**src/tmr_pkg.sv**
```systemverilog
// Package: register map, field layout and codes of the 16-bit timer block.
// Assumes APB with 32-bit data; each 8-bit register takes one aligned word.
package tmr_pkg;
  localparam int unsigned ADDR_W = 12;
  localparam int unsigned IDX_W  = 8;
  // Register indexes; the byte address is four times the index
  localparam logic [7:0] IDX_CTRL_A   = 8'h80;
  localparam logic [7:0] IDX_CTRL_B   = 8'h81;
  localparam logic [7:0] IDX_CTRL_C   = 8'h82;
  localparam logic [7:0] IDX_CNT_L    = 8'h84;
  localparam logic [7:0] IDX_CNT_H    = 8'h85;
  localparam logic [7:0] IDX_CAP_L    = 8'h86;
  localparam logic [7:0] IDX_CAP_H    = 8'h87;
  localparam logic [7:0] IDX_CMPA_L   = 8'h88;
  localparam logic [7:0] IDX_CMPA_H   = 8'h89;
  localparam logic [7:0] IDX_CMPB_L   = 8'h8a;
  localparam logic [7:0] IDX_CMPB_H   = 8'h8b;
  localparam logic [7:0] IDX_IRQ_STAT = 8'h90;
  localparam logic [7:0] IDX_IRQ_CLR  = 8'h91;
  localparam logic [7:0] IDX_IRQ_EN   = 8'h92;
  localparam logic [7:0] RESET_BYTE   = 8'h00;
  localparam logic [15:0] RESET_WORD  = 16'h0000;
  // Control B fields
  localparam int unsigned B_FILT   = 7;
  localparam int unsigned B_EDGE   = 6;
  localparam int unsigned B_WGM_HI = 3;
  localparam int unsigned B_CS     = 0;
  localparam logic [7:0] CTRL_B_WMASK = 8'hdf;
  // Control A fields
  localparam int unsigned A_ACT_A   = 6;
  localparam int unsigned A_ACT_B   = 4;
  localparam int unsigned A_CAP_SRC = 2;
  localparam int unsigned A_WGM_LO  = 0;
  localparam logic [7:0] CTRL_A_WMASK = 8'hf7;
  // Control C strobes
  localparam int unsigned C_FORCE_A = 7;
  localparam int unsigned C_FORCE_B = 6;
  // Interrupt bit layout
  localparam int unsigned IRQ_OVF = 0;
  localparam int unsigned IRQ_MA  = 1;
  localparam int unsigned IRQ_MB  = 2;
  localparam int unsigned IRQ_CAP = 5;
  localparam logic [7:0] IRQ_MASK = 8'h27;
  // Clock select codes
  localparam logic [2:0] CS_STOP     = 3'h0;
  localparam logic [2:0] CS_DIV1     = 3'h1;
  localparam logic [2:0] CS_DIV8     = 3'h2;
  localparam logic [2:0] CS_DIV64    = 3'h3;
  localparam logic [2:0] CS_DIV256   = 3'h4;
  localparam logic [2:0] CS_DIV1024  = 3'h5;
  localparam logic [2:0] CS_EXT_FALL = 3'h6;
  localparam logic [2:0] CS_EXT_RISE = 3'h7;
  localparam int unsigned PRESC_W = 10;
  localparam logic [9:0] TAP_8    = 10'h007;
  localparam logic [9:0] TAP_64   = 10'h03f;
  localparam logic [9:0] TAP_256  = 10'h0ff;
  localparam logic [9:0] TAP_1024 = 10'h3ff;
  // Waveform modes
  localparam logic [3:0] WGM_NORMAL = 4'h0;
  localparam logic [3:0] WGM_PC8    = 4'h1;
  localparam logic [3:0] WGM_PC9    = 4'h2;
  localparam logic [3:0] WGM_PC10   = 4'h3;
  localparam logic [3:0] WGM_CTC_A  = 4'h4;
  localparam logic [3:0] WGM_FP8    = 4'h5;
  localparam logic [3:0] WGM_FP9    = 4'h6;
  localparam logic [3:0] WGM_FP10   = 4'h7;
  localparam logic [3:0] WGM_PFC_I  = 4'h8;
  localparam logic [3:0] WGM_PC_I   = 4'ha;
  localparam logic [3:0] WGM_CTC_I  = 4'hc;
  localparam logic [3:0] WGM_FP_I   = 4'he;
  localparam logic [15:0] TOP_MAX = 16'hffff;
  localparam logic [15:0] TOP_8   = 16'h00ff;
  localparam logic [15:0] TOP_9   = 16'h01ff;
  localparam logic [15:0] TOP_10  = 16'h03ff;
  // Compare output actions
  localparam logic [1:0] ACT_OFF = 2'h0;
  localparam logic [1:0] ACT_TOG = 2'h1;
  localparam logic [1:0] ACT_CLR = 2'h2;
  localparam logic [1:0] ACT_SET = 2'h3;
  localparam int unsigned FILT_LEN = 4;
endpackage

```
**src/tmr_top.sv**
```systemverilog
// Contract
// - Filter needs four equal samples to change
// - Edge select: zero falling, one rising
// - Capture copies counter and sets flag
// - Capture pin cut when capture sets top
// - Select code stops or picks prescaler tap
// - Codes 110/111 count external pin edges
// - External pin counts even driven as output
// - Force bit makes immediate match, non-PWM
// - Forced match: no interrupt, no clear
// - Force bits read zero, ignored in PWM
// - Shared high byte makes 16-bit access atomic
// - Counter write blocks next compare match
// - Compare values checked against counter on each timer tick
// - Capture source pin or comparator event
// - Forced match leaves match flag alone
// - Capture flag clears by ack or write-one
//
// File: 16-bit timer with capture, compare and APB register slave.
// Assumes APB master on clk_i and pins synchronous to clk_i.
//
// The APB interface to the registers was decided locally.
`timescale 1ns/100ps
`default_nettype none
module tmr_top (
  input  wire logic                      clk_i,
  input  wire logic                      arst_n_i,
  input  wire logic                      psel_i,
  input  wire logic                      penable_i,
  input  wire logic                      pwrite_i,
  input  wire logic [tmr_pkg::ADDR_W-1:0] paddr_i,
  input  wire logic [31:0]               pwdata_i,
  input  wire logic [3:0]                pstrb_i,
  output logic      [31:0]               prdata_o,
  output logic                           pready_o,
  output logic                           pslverr_o,
  input  wire logic                      capture_input_pin_i,
  input  wire logic                      comparator_event_i,
  input  wire logic                      external_count_pin_i,
  input  wire logic                      capture_ack_i,
  output logic                           waveform_out_a_o,
  output logic                           waveform_out_b_o,
  output logic                           irq_o
);
  import tmr_pkg::*;

  logic [7:0]  ctrl_a_ff, ctrl_b_ff, temp_ff, rd_hi_ff;
  logic [7:0]  stat_ff, en_ff, nxt_stat;
  logic [15:0] cnt_ff, cap_ff, cmpa_ff, cmpb_ff, top;
  logic [PRESC_W-1:0] presc_ff;
  logic [FILT_LEN-1:0] filt_sh_ff;
  logic        filt_ff, cap_prev_ff, ext_prev_ff, cmp_block_ff;
  logic        wave_a_ff, wave_b_ff, irq_ff, pready_ff, pslverr_ff;
  logic [31:0] prdata_ff;
  logic [3:0]  mode;
  logic [2:0]  cs;
  logic        setup, wr_done, rd_done, tick, cap_in, cap_evt;
  logic        cnt_wr, force_a, force_b, match_a, match_b, at_top;
  logic        cap_src_lvl, wrap;
  logic [7:0]  idx, wbyte;

  function automatic logic is_pwm(input logic [3:0] m);
    is_pwm = !(m == WGM_NORMAL || m == WGM_CTC_A || m == WGM_CTC_I);
  endfunction

  function automatic logic cap_is_top(input logic [3:0] m);
    cap_is_top = (m == WGM_PFC_I || m == WGM_PC_I ||
                  m == WGM_CTC_I || m == WGM_FP_I);
  endfunction

  function automatic logic [1:0] pwm_act(input logic [1:0] act,
                                         input logic       bottom,
                                         input logic       hit,
                                         input logic       cur);
    pwm_act = {1'b0, cur};
    if (act == ACT_CLR) begin
      if (bottom) pwm_act = 2'h1;
      else if (hit) pwm_act = 2'h0;
    end else if (act == ACT_SET) begin
      if (bottom) pwm_act = 2'h0;
      else if (hit) pwm_act = 2'h1;
    end
  endfunction

  function automatic logic nonpwm_act(input logic [1:0] act,
                                      input logic       cur);
    unique case (act)
      ACT_OFF: nonpwm_act = cur;
      ACT_TOG: nonpwm_act = ~cur;
      ACT_CLR: nonpwm_act = 1'b0;
      ACT_SET: nonpwm_act = 1'b1;
    endcase
  endfunction

  assign idx     = paddr_i[IDX_W+1:2];
  assign wbyte   = pwdata_i[7:0];
  assign setup   = psel_i && !penable_i;
  assign wr_done = psel_i && penable_i && pready_ff && pwrite_i &&
                   pstrb_i[0];
  assign rd_done = psel_i && penable_i && pready_ff && !pwrite_i;
  assign mode    = {ctrl_b_ff[B_WGM_HI+:2], ctrl_a_ff[A_WGM_LO+:2]};
  assign cs      = ctrl_b_ff[B_CS+:3];

  // Counter top by waveform mode
  always_comb begin
    unique case (mode)
      WGM_PC8, WGM_FP8:               top = TOP_8;
      WGM_PC9, WGM_FP9:               top = TOP_9;
      WGM_PC10, WGM_FP10:             top = TOP_10;
      WGM_CTC_A, 4'h9, 4'hb, 4'hf:    top = cmpa_ff;
      WGM_PFC_I, WGM_PC_I, WGM_CTC_I,
      WGM_FP_I:                       top = cap_ff;
      default:                        top = TOP_MAX;
    endcase
  end

  // Free-running prescaler
  always_ff @(posedge clk_i or negedge arst_n_i) begin
    if (!arst_n_i) presc_ff <= '0;
    else presc_ff <= presc_ff + 1'b1;
  end

  // External pin edge history; pin is read whatever its direction
  always_ff @(posedge clk_i or negedge arst_n_i) begin
    if (!arst_n_i) ext_prev_ff <= 1'b0;
    else ext_prev_ff <= external_count_pin_i;
  end

  always_comb begin
    unique case (cs)
      CS_STOP:     tick = 1'b0;
      CS_DIV1:     tick = 1'b1;
      CS_DIV8:     tick = (presc_ff[2:0] == TAP_8[2:0]);
      CS_DIV64:    tick = (presc_ff[5:0] == TAP_64[5:0]);
      CS_DIV256:   tick = (presc_ff[7:0] == TAP_256[7:0]);
      CS_DIV1024:  tick = (presc_ff == TAP_1024);
      CS_EXT_FALL: tick = ext_prev_ff && !external_count_pin_i;
      CS_EXT_RISE: tick = !ext_prev_ff && external_count_pin_i;
    endcase
  end

  // Capture source and noise filter
  assign cap_src_lvl = ctrl_a_ff[A_CAP_SRC] ? comparator_event_i
                                            : capture_input_pin_i;
  always_ff @(posedge clk_i or negedge arst_n_i) begin
    if (!arst_n_i) begin
      filt_sh_ff <= '0;
      filt_ff    <= 1'b0;
    end else begin
      filt_sh_ff <= {filt_sh_ff[FILT_LEN-2:0], cap_src_lvl};
      if (&filt_sh_ff) filt_ff <= 1'b1;
      else if (~|filt_sh_ff) filt_ff <= 1'b0;
    end
  end

  assign cap_in = ctrl_b_ff[B_FILT] ? filt_ff : cap_src_lvl;

  always_ff @(posedge clk_i or negedge arst_n_i) begin
    if (!arst_n_i) cap_prev_ff <= 1'b0;
    else cap_prev_ff <= cap_in;
  end

  assign cap_evt = !cap_is_top(mode) &&
                   (ctrl_b_ff[B_EDGE] ? (cap_in && !cap_prev_ff)
                                      : (!cap_in && cap_prev_ff));

  // Bus-side decodes, counter top and wrap, compare matches
  assign cnt_wr  = wr_done && idx == IDX_CNT_L;
  assign force_a = wr_done && idx == IDX_CTRL_C &&
                   wbyte[C_FORCE_A] && !is_pwm(mode);
  assign force_b = wr_done && idx == IDX_CTRL_C &&
                   wbyte[C_FORCE_B] && !is_pwm(mode);
  assign at_top  = (cnt_ff == top);
  assign wrap    = tick && at_top;
  assign match_a = tick && !cmp_block_ff && cnt_ff == cmpa_ff;
  assign match_b = tick && !cmp_block_ff && cnt_ff == cmpb_ff;

  // Counter; software write wins over counting
  always_ff @(posedge clk_i or negedge arst_n_i) begin
    if (!arst_n_i) cnt_ff <= RESET_WORD;
    else if (cnt_wr) cnt_ff <= {temp_ff, wbyte};
    else if (wrap) cnt_ff <= RESET_WORD;
    else if (tick) cnt_ff <= cnt_ff + 1'b1;
  end

  // Counter write masks matches on the next timer tick
  always_ff @(posedge clk_i or negedge arst_n_i) begin
    if (!arst_n_i) cmp_block_ff <= 1'b0;
    else if (cnt_wr) cmp_block_ff <= 1'b1;
    else if (tick) cmp_block_ff <= 1'b0;
  end

  // Capture register
  always_ff @(posedge clk_i or negedge arst_n_i) begin
    if (!arst_n_i) cap_ff <= RESET_WORD;
    else if (cap_evt) cap_ff <= cnt_ff;
    else if (wr_done && idx == IDX_CAP_L) cap_ff <= {temp_ff, wbyte};
  end

  // Compare registers
  always_ff @(posedge clk_i or negedge arst_n_i) begin
    if (!arst_n_i) begin
      cmpa_ff <= RESET_WORD;
      cmpb_ff <= RESET_WORD;
    end else if (wr_done && idx == IDX_CMPA_L) begin
      cmpa_ff <= {temp_ff, wbyte};
    end else if (wr_done && idx == IDX_CMPB_L) begin
      cmpb_ff <= {temp_ff, wbyte};
    end
  end

  // Control registers
  always_ff @(posedge clk_i or negedge arst_n_i) begin
    if (!arst_n_i) begin
      ctrl_a_ff <= RESET_BYTE;
      ctrl_b_ff <= RESET_BYTE;
      en_ff     <= RESET_BYTE;
    end else if (wr_done) begin
      if (idx == IDX_CTRL_A) ctrl_a_ff <= wbyte & CTRL_A_WMASK;
      if (idx == IDX_CTRL_B) ctrl_b_ff <= wbyte & CTRL_B_WMASK;
      if (idx == IDX_IRQ_EN) en_ff <= wbyte & IRQ_MASK;
    end
  end

  // Shared high-byte buffer
  always_ff @(posedge clk_i or negedge arst_n_i) begin
    if (!arst_n_i) temp_ff <= RESET_BYTE;
    else if (wr_done && (idx == IDX_CNT_H || idx == IDX_CAP_H ||
                         idx == IDX_CMPA_H || idx == IDX_CMPB_H))
      temp_ff <= wbyte;
    else if (rd_done && (idx == IDX_CNT_L || idx == IDX_CAP_L))
      temp_ff <= rd_hi_ff;
  end

  // Waveform outputs; forced match uses the same action table
  always_ff @(posedge clk_i or negedge arst_n_i) begin
    logic [1:0] pa;
    logic [1:0] pb;
    if (!arst_n_i) begin
      wave_a_ff <= 1'b0;
      wave_b_ff <= 1'b0;
    end else if (is_pwm(mode)) begin
      pa = pwm_act(ctrl_a_ff[A_ACT_A+:2], wrap, match_a, wave_a_ff);
      pb = pwm_act(ctrl_a_ff[A_ACT_B+:2], wrap, match_b, wave_b_ff);
      wave_a_ff <= pa[0];
      wave_b_ff <= pb[0];
    end else begin
      if (match_a || force_a)
        wave_a_ff <= nonpwm_act(ctrl_a_ff[A_ACT_A+:2], wave_a_ff);
      if (match_b || force_b)
        wave_b_ff <= nonpwm_act(ctrl_a_ff[A_ACT_B+:2], wave_b_ff);
    end
  end

  // Sticky status; set beats clear, forced matches never set flags
  always_comb begin
    logic [7:0] clr;
    logic [7:0] set;
    clr = '0;
    set = '0;
    if (wr_done && idx == IDX_IRQ_CLR) clr = wbyte & IRQ_MASK;
    if (capture_ack_i) clr[IRQ_CAP] = 1'b1;
    set[IRQ_CAP] = cap_evt || (cap_is_top(mode) && wrap);
    set[IRQ_MA]  = match_a;
    set[IRQ_MB]  = match_b;
    set[IRQ_OVF] = wrap;
    nxt_stat = ((stat_ff & ~clr) | set) & IRQ_MASK;
  end

  always_ff @(posedge clk_i or negedge arst_n_i) begin
    if (!arst_n_i) begin
      stat_ff <= RESET_BYTE;
      irq_ff  <= 1'b0;
    end else begin
      stat_ff <= nxt_stat;
      irq_ff  <= |(stat_ff & en_ff);
    end
  end

  // APB slave: answer one cycle after setup
  always_ff @(posedge clk_i or negedge arst_n_i) begin
    if (!arst_n_i) begin
      pready_ff  <= 1'b0;
      pslverr_ff <= 1'b0;
      prdata_ff  <= '0;
      rd_hi_ff   <= RESET_BYTE;
    end else begin
      pready_ff  <= setup;
      pslverr_ff <= 1'b0;
      prdata_ff  <= '0;
      if (setup) begin
        unique case (idx)
          IDX_CTRL_A:   prdata_ff[7:0] <= ctrl_a_ff;
          IDX_CTRL_B:   prdata_ff[7:0] <= ctrl_b_ff;
          IDX_CTRL_C:   prdata_ff[7:0] <= RESET_BYTE;
          IDX_CNT_L:    prdata_ff[7:0] <= cnt_ff[7:0];
          IDX_CNT_H:    prdata_ff[7:0] <= temp_ff;
          IDX_CAP_L:    prdata_ff[7:0] <= cap_ff[7:0];
          IDX_CAP_H:    prdata_ff[7:0] <= temp_ff;
          IDX_CMPA_L:   prdata_ff[7:0] <= cmpa_ff[7:0];
          IDX_CMPA_H:   prdata_ff[7:0] <= cmpa_ff[15:8];
          IDX_CMPB_L:   prdata_ff[7:0] <= cmpb_ff[7:0];
          IDX_CMPB_H:   prdata_ff[7:0] <= cmpb_ff[15:8];
          IDX_IRQ_STAT: prdata_ff[7:0] <= stat_ff;
          IDX_IRQ_CLR:  prdata_ff[7:0] <= RESET_BYTE;
          IDX_IRQ_EN:   prdata_ff[7:0] <= en_ff;
          default:      pslverr_ff <= 1'b1;
        endcase
        rd_hi_ff <= (idx == IDX_CAP_L) ? cap_ff[15:8] : cnt_ff[15:8];
      end
    end
  end

  assign prdata_o         = prdata_ff;
  assign pready_o         = pready_ff;
  assign pslverr_o        = pslverr_ff;
  assign waveform_out_a_o = wave_a_ff;
  assign waveform_out_b_o = wave_b_ff;
  assign irq_o            = irq_ff;
endmodule
`default_nettype wire

```
**config.mk**
```make
export PLATFORM = sky130hd
export DESIGN_NAME = tmr_top
export DESIGN_NICKNAME = d
export VERILOG_FILES = /design/src/tmr_pkg.sv /design/src/tmr_top.sv
export SDC_FILE = /design/constraint.sdc
export NUM_CORES = 1
export LEC_CHECK = 0
export BUFFER_PORTS_ARGS = -buffer_cell sky130_fd_sc_hd__buf_4
export CORE_ASPECT_RATIO = 0.5
export CORE_MARGIN = 1
export CORE_UTILIZATION = 45
export DETAILED_ROUTE_END_ITERATION = 6
export GPL_TIMING_DRIVEN = 0
export SYNTH_ARGS = -nofsm -noshare
export SYNTH_HDL_FRONTEND = slang
export SYNTH_SLANG_ARGS = --single-unit
```
**constraint.sdc**
```tcl
create_clock -name clk_i -period 3.6 [get_ports clk_i]
set_input_delay 0 -clock clk_i [delete_from_list [all_inputs] [get_ports clk_i]]
set_output_delay 0 -clock clk_i [all_outputs]
set_load 0.01 [all_outputs]
```
=== Word level (Yosys, flattened, before mapping) ===
Cells that the tools add are included.

* $add $sub $neg: 2
* Reduce and logical (&&, ||, !) cells: 74
* Muxes and demuxes: 41
* Equal/unequal tests: 57
* Bitwise gates (word level): 7

{| class="wikitable"
|+ Operator list
! operator !! number
|-
| $eq 8x8->1 const B || 15
|-
| $pmux 8 s11 || 1
|-
| $mux 16 || 5
|-
| $pmux 16 s5 || 1
|-
| $eq 16x16->1 || 3
|-
| $mux 8 || 4
|-
| $eq 4x4->1 const B || 7
|-
| $logic_and 1x1->1 || 28
|-
| $mux 1 || 26
|-
| $add 16x1->16 const B || 1
|-
| $eq 4x3->1 const B || 4
|-
| $ne 4x4->1 const B || 4
|-
| $eq 3x3->1 const B || 5
|-
| $reduce_or 14->1 || 1
|-
| $and 6x6->6 || 2
|-
| $logic_or 1x1->1 || 12
|-
| $reduce_or 4->1 || 3
|-
| $add 10x1->10 const B || 1
|-
| $eq 10x10->1 const B || 1
|-
| $reduce_and 5->1 || 2
|-
| $reduce_bool 3->1 || 3
|-
| $eq 2x2->1 const B || 4
|-
| $eq 4x2->1 const B || 2
|-
| $logic_not 1->1 || 8
|-
| 21 further kinds || 38
|}

* Logic and storage cells: 203
* Output and inout port bits: 37
* Flip-flop bits (word level): 133

=== Longest topological paths before layout ===
* Depth after elaboration: 10
* Mapped depth: 13

=== Least setup slack after synthesis ===
OpenSTA, ideal clock, no wires.

* Kind: reg2reg
* Start point: register ctrl_b_ff[4]
* End point: register wave_a_ff (netlist: waveform_out_a_o)
* Cell stages (with the launch flop): 11
* Slack: 0.856 ns
* Data arrival time: 2.618 ns
* Setup time: 0.126 ns
* Path buffers: 2
* Required time: 3.474 ns
* Cell sequence: dfrtp_1 -> buf_6 -> or4b_4 -> nor2_1 -> a21oi_1 -> xor2_1 -> or4_1 -> nor4_4 -> buf_6 -> inv_1 -> a221o_1

* Cells in the longest elaborated chain, start to end: 9
* Elaborated cells between the ends (all ways): 38
* Those cells by class: 19 x eq/ne; 6 x mux; 13 x reduce/logical

{| class="wikitable"
|+ RTL lines
! element !! line !! text
|-
| from (decl) || tmr_top.sv:47 || <nowiki>logic [7:0] ctrl_a_ff, ctrl_b_ff, temp_ff, rd_hi_ff;</nowiki>
|-
| from (signal assigned) || tmr_top.sv:220 || <nowiki>if (idx == IDX_CTRL_B) ctrl_b_ff <= wbyte & CTRL_B_WMASK;</nowiki>
|-
| $eq 4x4->1, or another cell as far along || tmr_top.sv:63, tmr_top.sv:106 ||
|-
| $reduce_or 4->1 / $reduce_or 2->1 (equally long branches) || tmr_top.sv:106 || <nowiki>unique case (mode)</nowiki>
|-
| $pmux 16 s5 || tmr_top.sv:106 ||
|-
| $eq 16x16->1 || tmr_top.sv:173 || <nowiki>assign at_top = (cnt_ff == top);</nowiki>
|-
| $logic_and 1x1->1 || tmr_top.sv:174 || <nowiki>assign wrap = tick && at_top;</nowiki>
|-
| $mux 1 || tmr_top.sv:80 || <nowiki>if (bottom) pwm_act = 2'h0;</nowiki>
|-
| $mux 1 || tmr_top.sv:79 || <nowiki>end else if (act == ACT_SET) begin</nowiki>
|-
| $mux 1 || tmr_top.sv:76 || <nowiki>if (act == ACT_CLR) begin</nowiki>
|-
| $mux 1 || tmr_top.sv:242 || <nowiki>end else if (is_pwm(mode)) begin</nowiki>
|-
| to (signal assigned) || tmr_top.sv:245 || <nowiki>wave_a_ff <= pa[0];</nowiki>
|-
| to (signal assigned) || tmr_top.sv:249 || <nowiki>wave_a_ff <= nonpwm_act(ctrl_a_ff[A_ACT_A+:2], wave_a_ff);</nowiki>
|-
| to (decl) || tmr_top.sv:53 || <nowiki>logic wave_a_ff, wave_b_ff, irq_ff, pready_ff, pslverr_ff;</nowiki>
|}

Several ways; a longest one is shown, not always the timed one. The select of a mux whose other input is x is not followed.
A chain may end at the register's enable or synchronous reset.

=== Worst setup path after layout ===
* Start point: register ctrl_a_ff[0]
* End point: register cnt_ff[10]

* Cells in the longest elaborated chain, start to end: 7
* Elaborated cells between the ends (all ways): 25
* Those cells by class: 15 x eq/ne; 3 x mux; 7 x reduce/logical

{| class="wikitable"
|+ RTL lines
! element !! line !! text
|-
| from (decl) || tmr_top.sv:47 ||
|-
| from (signal assigned) || tmr_top.sv:219 || <nowiki>if (idx == IDX_CTRL_A) ctrl_a_ff <= wbyte & CTRL_A_WMASK;</nowiki>
|-
| $eq 4x4->1, or another cell as far along || tmr_top.sv:106 ||
|-
| $reduce_or 4->1 / $reduce_or 2->1 (equally long branches) || tmr_top.sv:106 ||
|-
| $pmux 16 s5 * || tmr_top.sv:106 ||
|-
| $eq 16x16->1 * || tmr_top.sv:173 ||
|-
| $logic_and 1x1->1 * || tmr_top.sv:174 ||
|-
| $mux 16 || tmr_top.sv:182 || <nowiki>else if (wrap) cnt_ff <= RESET_WORD;</nowiki>
|-
| $mux 16 || tmr_top.sv:181 || <nowiki>else if (cnt_wr) cnt_ff <= {temp_ff, wbyte};</nowiki>
|-
| to (signal assigned) || tmr_top.sv:181 ||
|-
| to (signal assigned) || tmr_top.sv:183 || <nowiki>else if (tick) cnt_ff <= cnt_ff + 1'b1;</nowiki>
|-
| to (decl) || tmr_top.sv:49 || <nowiki>logic [15:0] cnt_ff, cap_ff, cmpa_ff, cmpb_ff, top;</nowiki>
|}

Every way passes the cells marked *; elsewhere a longest branch is shown, timed or not.

==> metrics.csv <==
stage;metric;value;unit
clock_tree;clock-sinks;133;
logic_synthesis;yosysMostFrequentCell;dfrtp_1;
worst_hold_path;hold_path_class;in -> reg;
worst_setup_path;crit_type;reg -> reg;
worst_setup_path;critPathArrivalTime;3640;ps
worst_hold_path;hold_depth;4;
logic_synthesis;async_reset_ff_share;100.0;%
worst_setup_path;critPathRequiredTime;3880;ps
worst_setup_path;startpoint_type;flip-flop;
power_and_ir_drop;internal_power;2655;uW
power_and_ir_drop;pwr-share-clk;49.7;%
global_routing;grt_pass1_vias;6477;
final_layout;final_util;55.35;%
floorplanning;fp.dieH;95.46;um
global_routing;overflow;0;
logic_synthesis;syn_area_per_cell;9.704;sq um
floorplanning;core-area;0.01672;sq mm
worst_setup_path;worst-r2r-cell-count;13;
clock_tree;clk_pin_slew_worst_paths;70;ps
placed_design;hpwl;18.35;mm
clock_tree;cts_max_path_buffers;2;
final_layout;nNetsFinal;961;
placed_design;placed_area;0.008509;sq mm
worst_setup_path;crit_fanout;10;
route;viasPerCell;5.975;
placed_design;place.gp.congestion;0.9382;
clock_tree;root_buffer;clkbuf_16;
sta;timing.final.crit_share;93.27;%
sta;fmax;0.2978;GHz
power_and_ir_drop;switching_share;26.05;%
logic_synthesis;yosys.area.top_type;dfrtp_1;
worst_setup_path;max_stage_delay;490;ps
worst_setup_path;slowest_stage;nor4_4;
logic_synthesis;ys_ff_latch;133;
route;dr.pass1.iters;6;
power_and_ir_drop;p_sw;935.1;uW
power_and_ir_drop;power.density;387.9;mW/mm^2
route;wirelength;25.89;mm
floorplanning;ios;94;
clock_tree;cts_made_buffers;17;
floorplanning;fp.dieW;188.9;um
logic_synthesis;synth_ff_type;dfrtp_1;
worst_setup_path;crit_path_end_kind;flip-flop;
route;drc;0;
logic_synthesis;ys_seq_area_share;42.34;%
outcome;run_status;finished clean;
flow_run;maxCapViolCount;0;
sta;finalHoldViolations;0;
sta;setup_viol;0;
global_routing;grt_max_degree;82;
route;wire_per_inst;22.69;um
worst_setup_path;path_cells;buf_2 -> buf_4 -> buf_2 -> nor2_1 -> a21oi_1 -> o22ai_1 -> xnor2_1 -> o2111ai_1 -> nor4_4 -> nor2_1 -> buf_2 -> nand3b_1 -> a31oi_1;
logic_synthesis;synthTopCellsByArea;dfrtp_1, mux2_2, mux2i_1;
sta;setup_tns;0;ps
power_and_ir_drop;p_leak;0.004477;uW
final_layout;n_antenna_cell;0;
power_and_ir_drop;seq_power_share;43.6;%
logic_synthesis;synth_top_cell_area_share;42.34;%
final_layout;drive_gt1_share;18.71;%
route;vias;6817;
final_layout;area_delta_synth_final;17.75;%
logic_synthesis;synth-edff-count;0;
sta;period_minus_slack;3358;ps
floorplanning;rows;33;
logic_synthesis;synthCells;810;
floorplanning;initial_core_util;47.00;%
logic_synthesis;yosys.cell_types.count;65;
global_routing;grt_first_pass_wirelength;39.14;mm
sta;worst_clock_skew;12.96;ps
placed_design;numPortBuffers;33;
logic_synthesis;synth_area;0.007860;sq mm
route;ant_nets;0;
clock_tree;post_cts_buffers;0;
sta;report.final.slew_viol_count;0;
logic_synthesis;synth_common_cells;dfrtp_1, nand2_1, nor2_1;
clock_tree;h-tree-depth;4;
power_and_ir_drop;ir_worst_vdd;0.0003610;V
clock_tree;insertion_delay;430;ps
route;detail_route.iter0.violations;749;
power_and_ir_drop;power_frac_comb;6.7;%
sta;tightest_slew;995.0;ps
global_routing;gr-usage-all-layers;30.14;%
floorplanning;die_area;0.01803;sq mm
sta;slew_headroom;33.11;%
worst_setup_path;crit_top_cell;buf_2;
global_routing;antenna_found_initial;1;
final_layout;design_area;0.009255;sq mm
sta;rsz0062_at_grt;no;
clock_tree;cts_tree;built;
logic_synthesis;ys_warn_count;0;
==> logic make-up (layout without fill, tap and decap cells) <==
group	after synthesis	after routing	share of synthesized area, %
mux	103	103	15.19
buf+inv	98	179	6.447
simple gates	255	255	16.36
other cells	1	24	0.04771
xor+xnor	50	50	5.571
fa+ha+maj	3	3	0.4776
flops	133	133	42.34
compound gates	167	167	13.56
==> power by group through the flow <==
stage,clock [uW],sequential (uW),combinational [uW]
after global routing,1860,1570,261
after floorplan,0,1570,121
after detailed placement,0,1590,222
after global placement,0,1590,215
final,1780,1570,240
after CTS,1790,1560,236
==> flip-flops by register name (all words and copies together), names as in the netlist, 4 cells and up <==
register	count
cap_ff	16
stat_ff	4
cmpa_ff	16
ctrl_b_ff	7
prdata_o	8
rd_hi_ff	8
cnt_ff	16
temp_ff	8
ctrl_a_ff	7
filt_sh_ff	4
en_ff	4
presc_ff	10
cmpb_ff	16
==> repair_timing <==
action / in CTS / in global routing
gates resized for setup: 0 / 1
endpoints found under the hold margin: 119 / 0
setup endpoints to repair: 0 / 18
hold buffers: 15 / 0
==> path summary, 6_finish.rpt <==
check / start / to / slack (ps)
max: ctrl_a_ff[0] / cnt_ff[10] / 240
min: paddr_i[9] / pslverr_o / 20
max reg2reg: ctrl_a_ff[0] / cnt_ff[10] / 240
min reg2reg: filt_sh_ff[1] / filt_sh_ff[2] / 380
max in group asynchronous: arst_n_i / cnt_ff[4] / 2730
min in group asynchronous: arst_n_i / filt_sh_ff[3] / 100
==> through the flow <==
step,instances,power [uW],setup slack [ps],hold slack [ps]
6_report,1141,3590,242.2,24.38
5_1_grt,1141,3689,26.62,59.70
4_1_cts,1141,3588,68.14,4.602
3_5_place_dp,1094,1812,80.98,-13.14
3_3_place_gp,1093,1805,-78.25,125.3
2_1_floorplan,833,1693,856.1,-295.6
==> worst max-delay path, delay by kind of cell, from the launching register on <==
family                 cells  cell delay, ps
XOR/XNOR                   1             140
flip-flops                 1             440
AO/OA/AOI/OAI              4             600
buffers and inverters      4             920
AND/OR/NAND/NOR            4            1100
==> placed cells by master (no fill, tap or decap), drive strengths merged, types with 4 or more instances in the layout <==
cell type	Yosys	routed
a21oi	37	37
a221o	4	4
a222oi	5	5
a22oi	14	14
a31oi	25	25
and3	14	14
buf	41	75
clkbuf	42	59
clkinvlp	0	5
conb	1	24
dfrtp	133	133
dlygate4sd3	0	15
inv	15	20
mux2	50	50
mux2i	45	45
mux4	8	8
nand2	80	80
nand2b	14	14
nand3	14	14
nand3b	12	12
nand4	6	6
nor2	64	64
nor2b	6	6
nor3	10	10
nor3b	6	6
nor4	10	10
o21ai	44	44
o22ai	9	9
or4	4	4
xnor2	12	12
xor2	38	38
==> metal layers <==
layer / track usage, % / share of wire, %
met5: 0 / 0
met4: 9.610 / 1.8
met3: 8.686 / 9.3
met2: 44.91 / 42
met1: 42.20 / 47
==> layout make-up <==
cell class	count	area (sq um)
Timing Repair Buffer	49	429.2
Buffer	83	450.4
Inverter	15	56.30
Clock buffer	17	425.4
Sequential cell	133	3328
Tap cell	227	284.0
Clock inverter	15	170.2
Fill cell	1501	7467
Multi-Input combinational cell	602	4111
No activity file was read; power rests on OpenSTA's default activity.
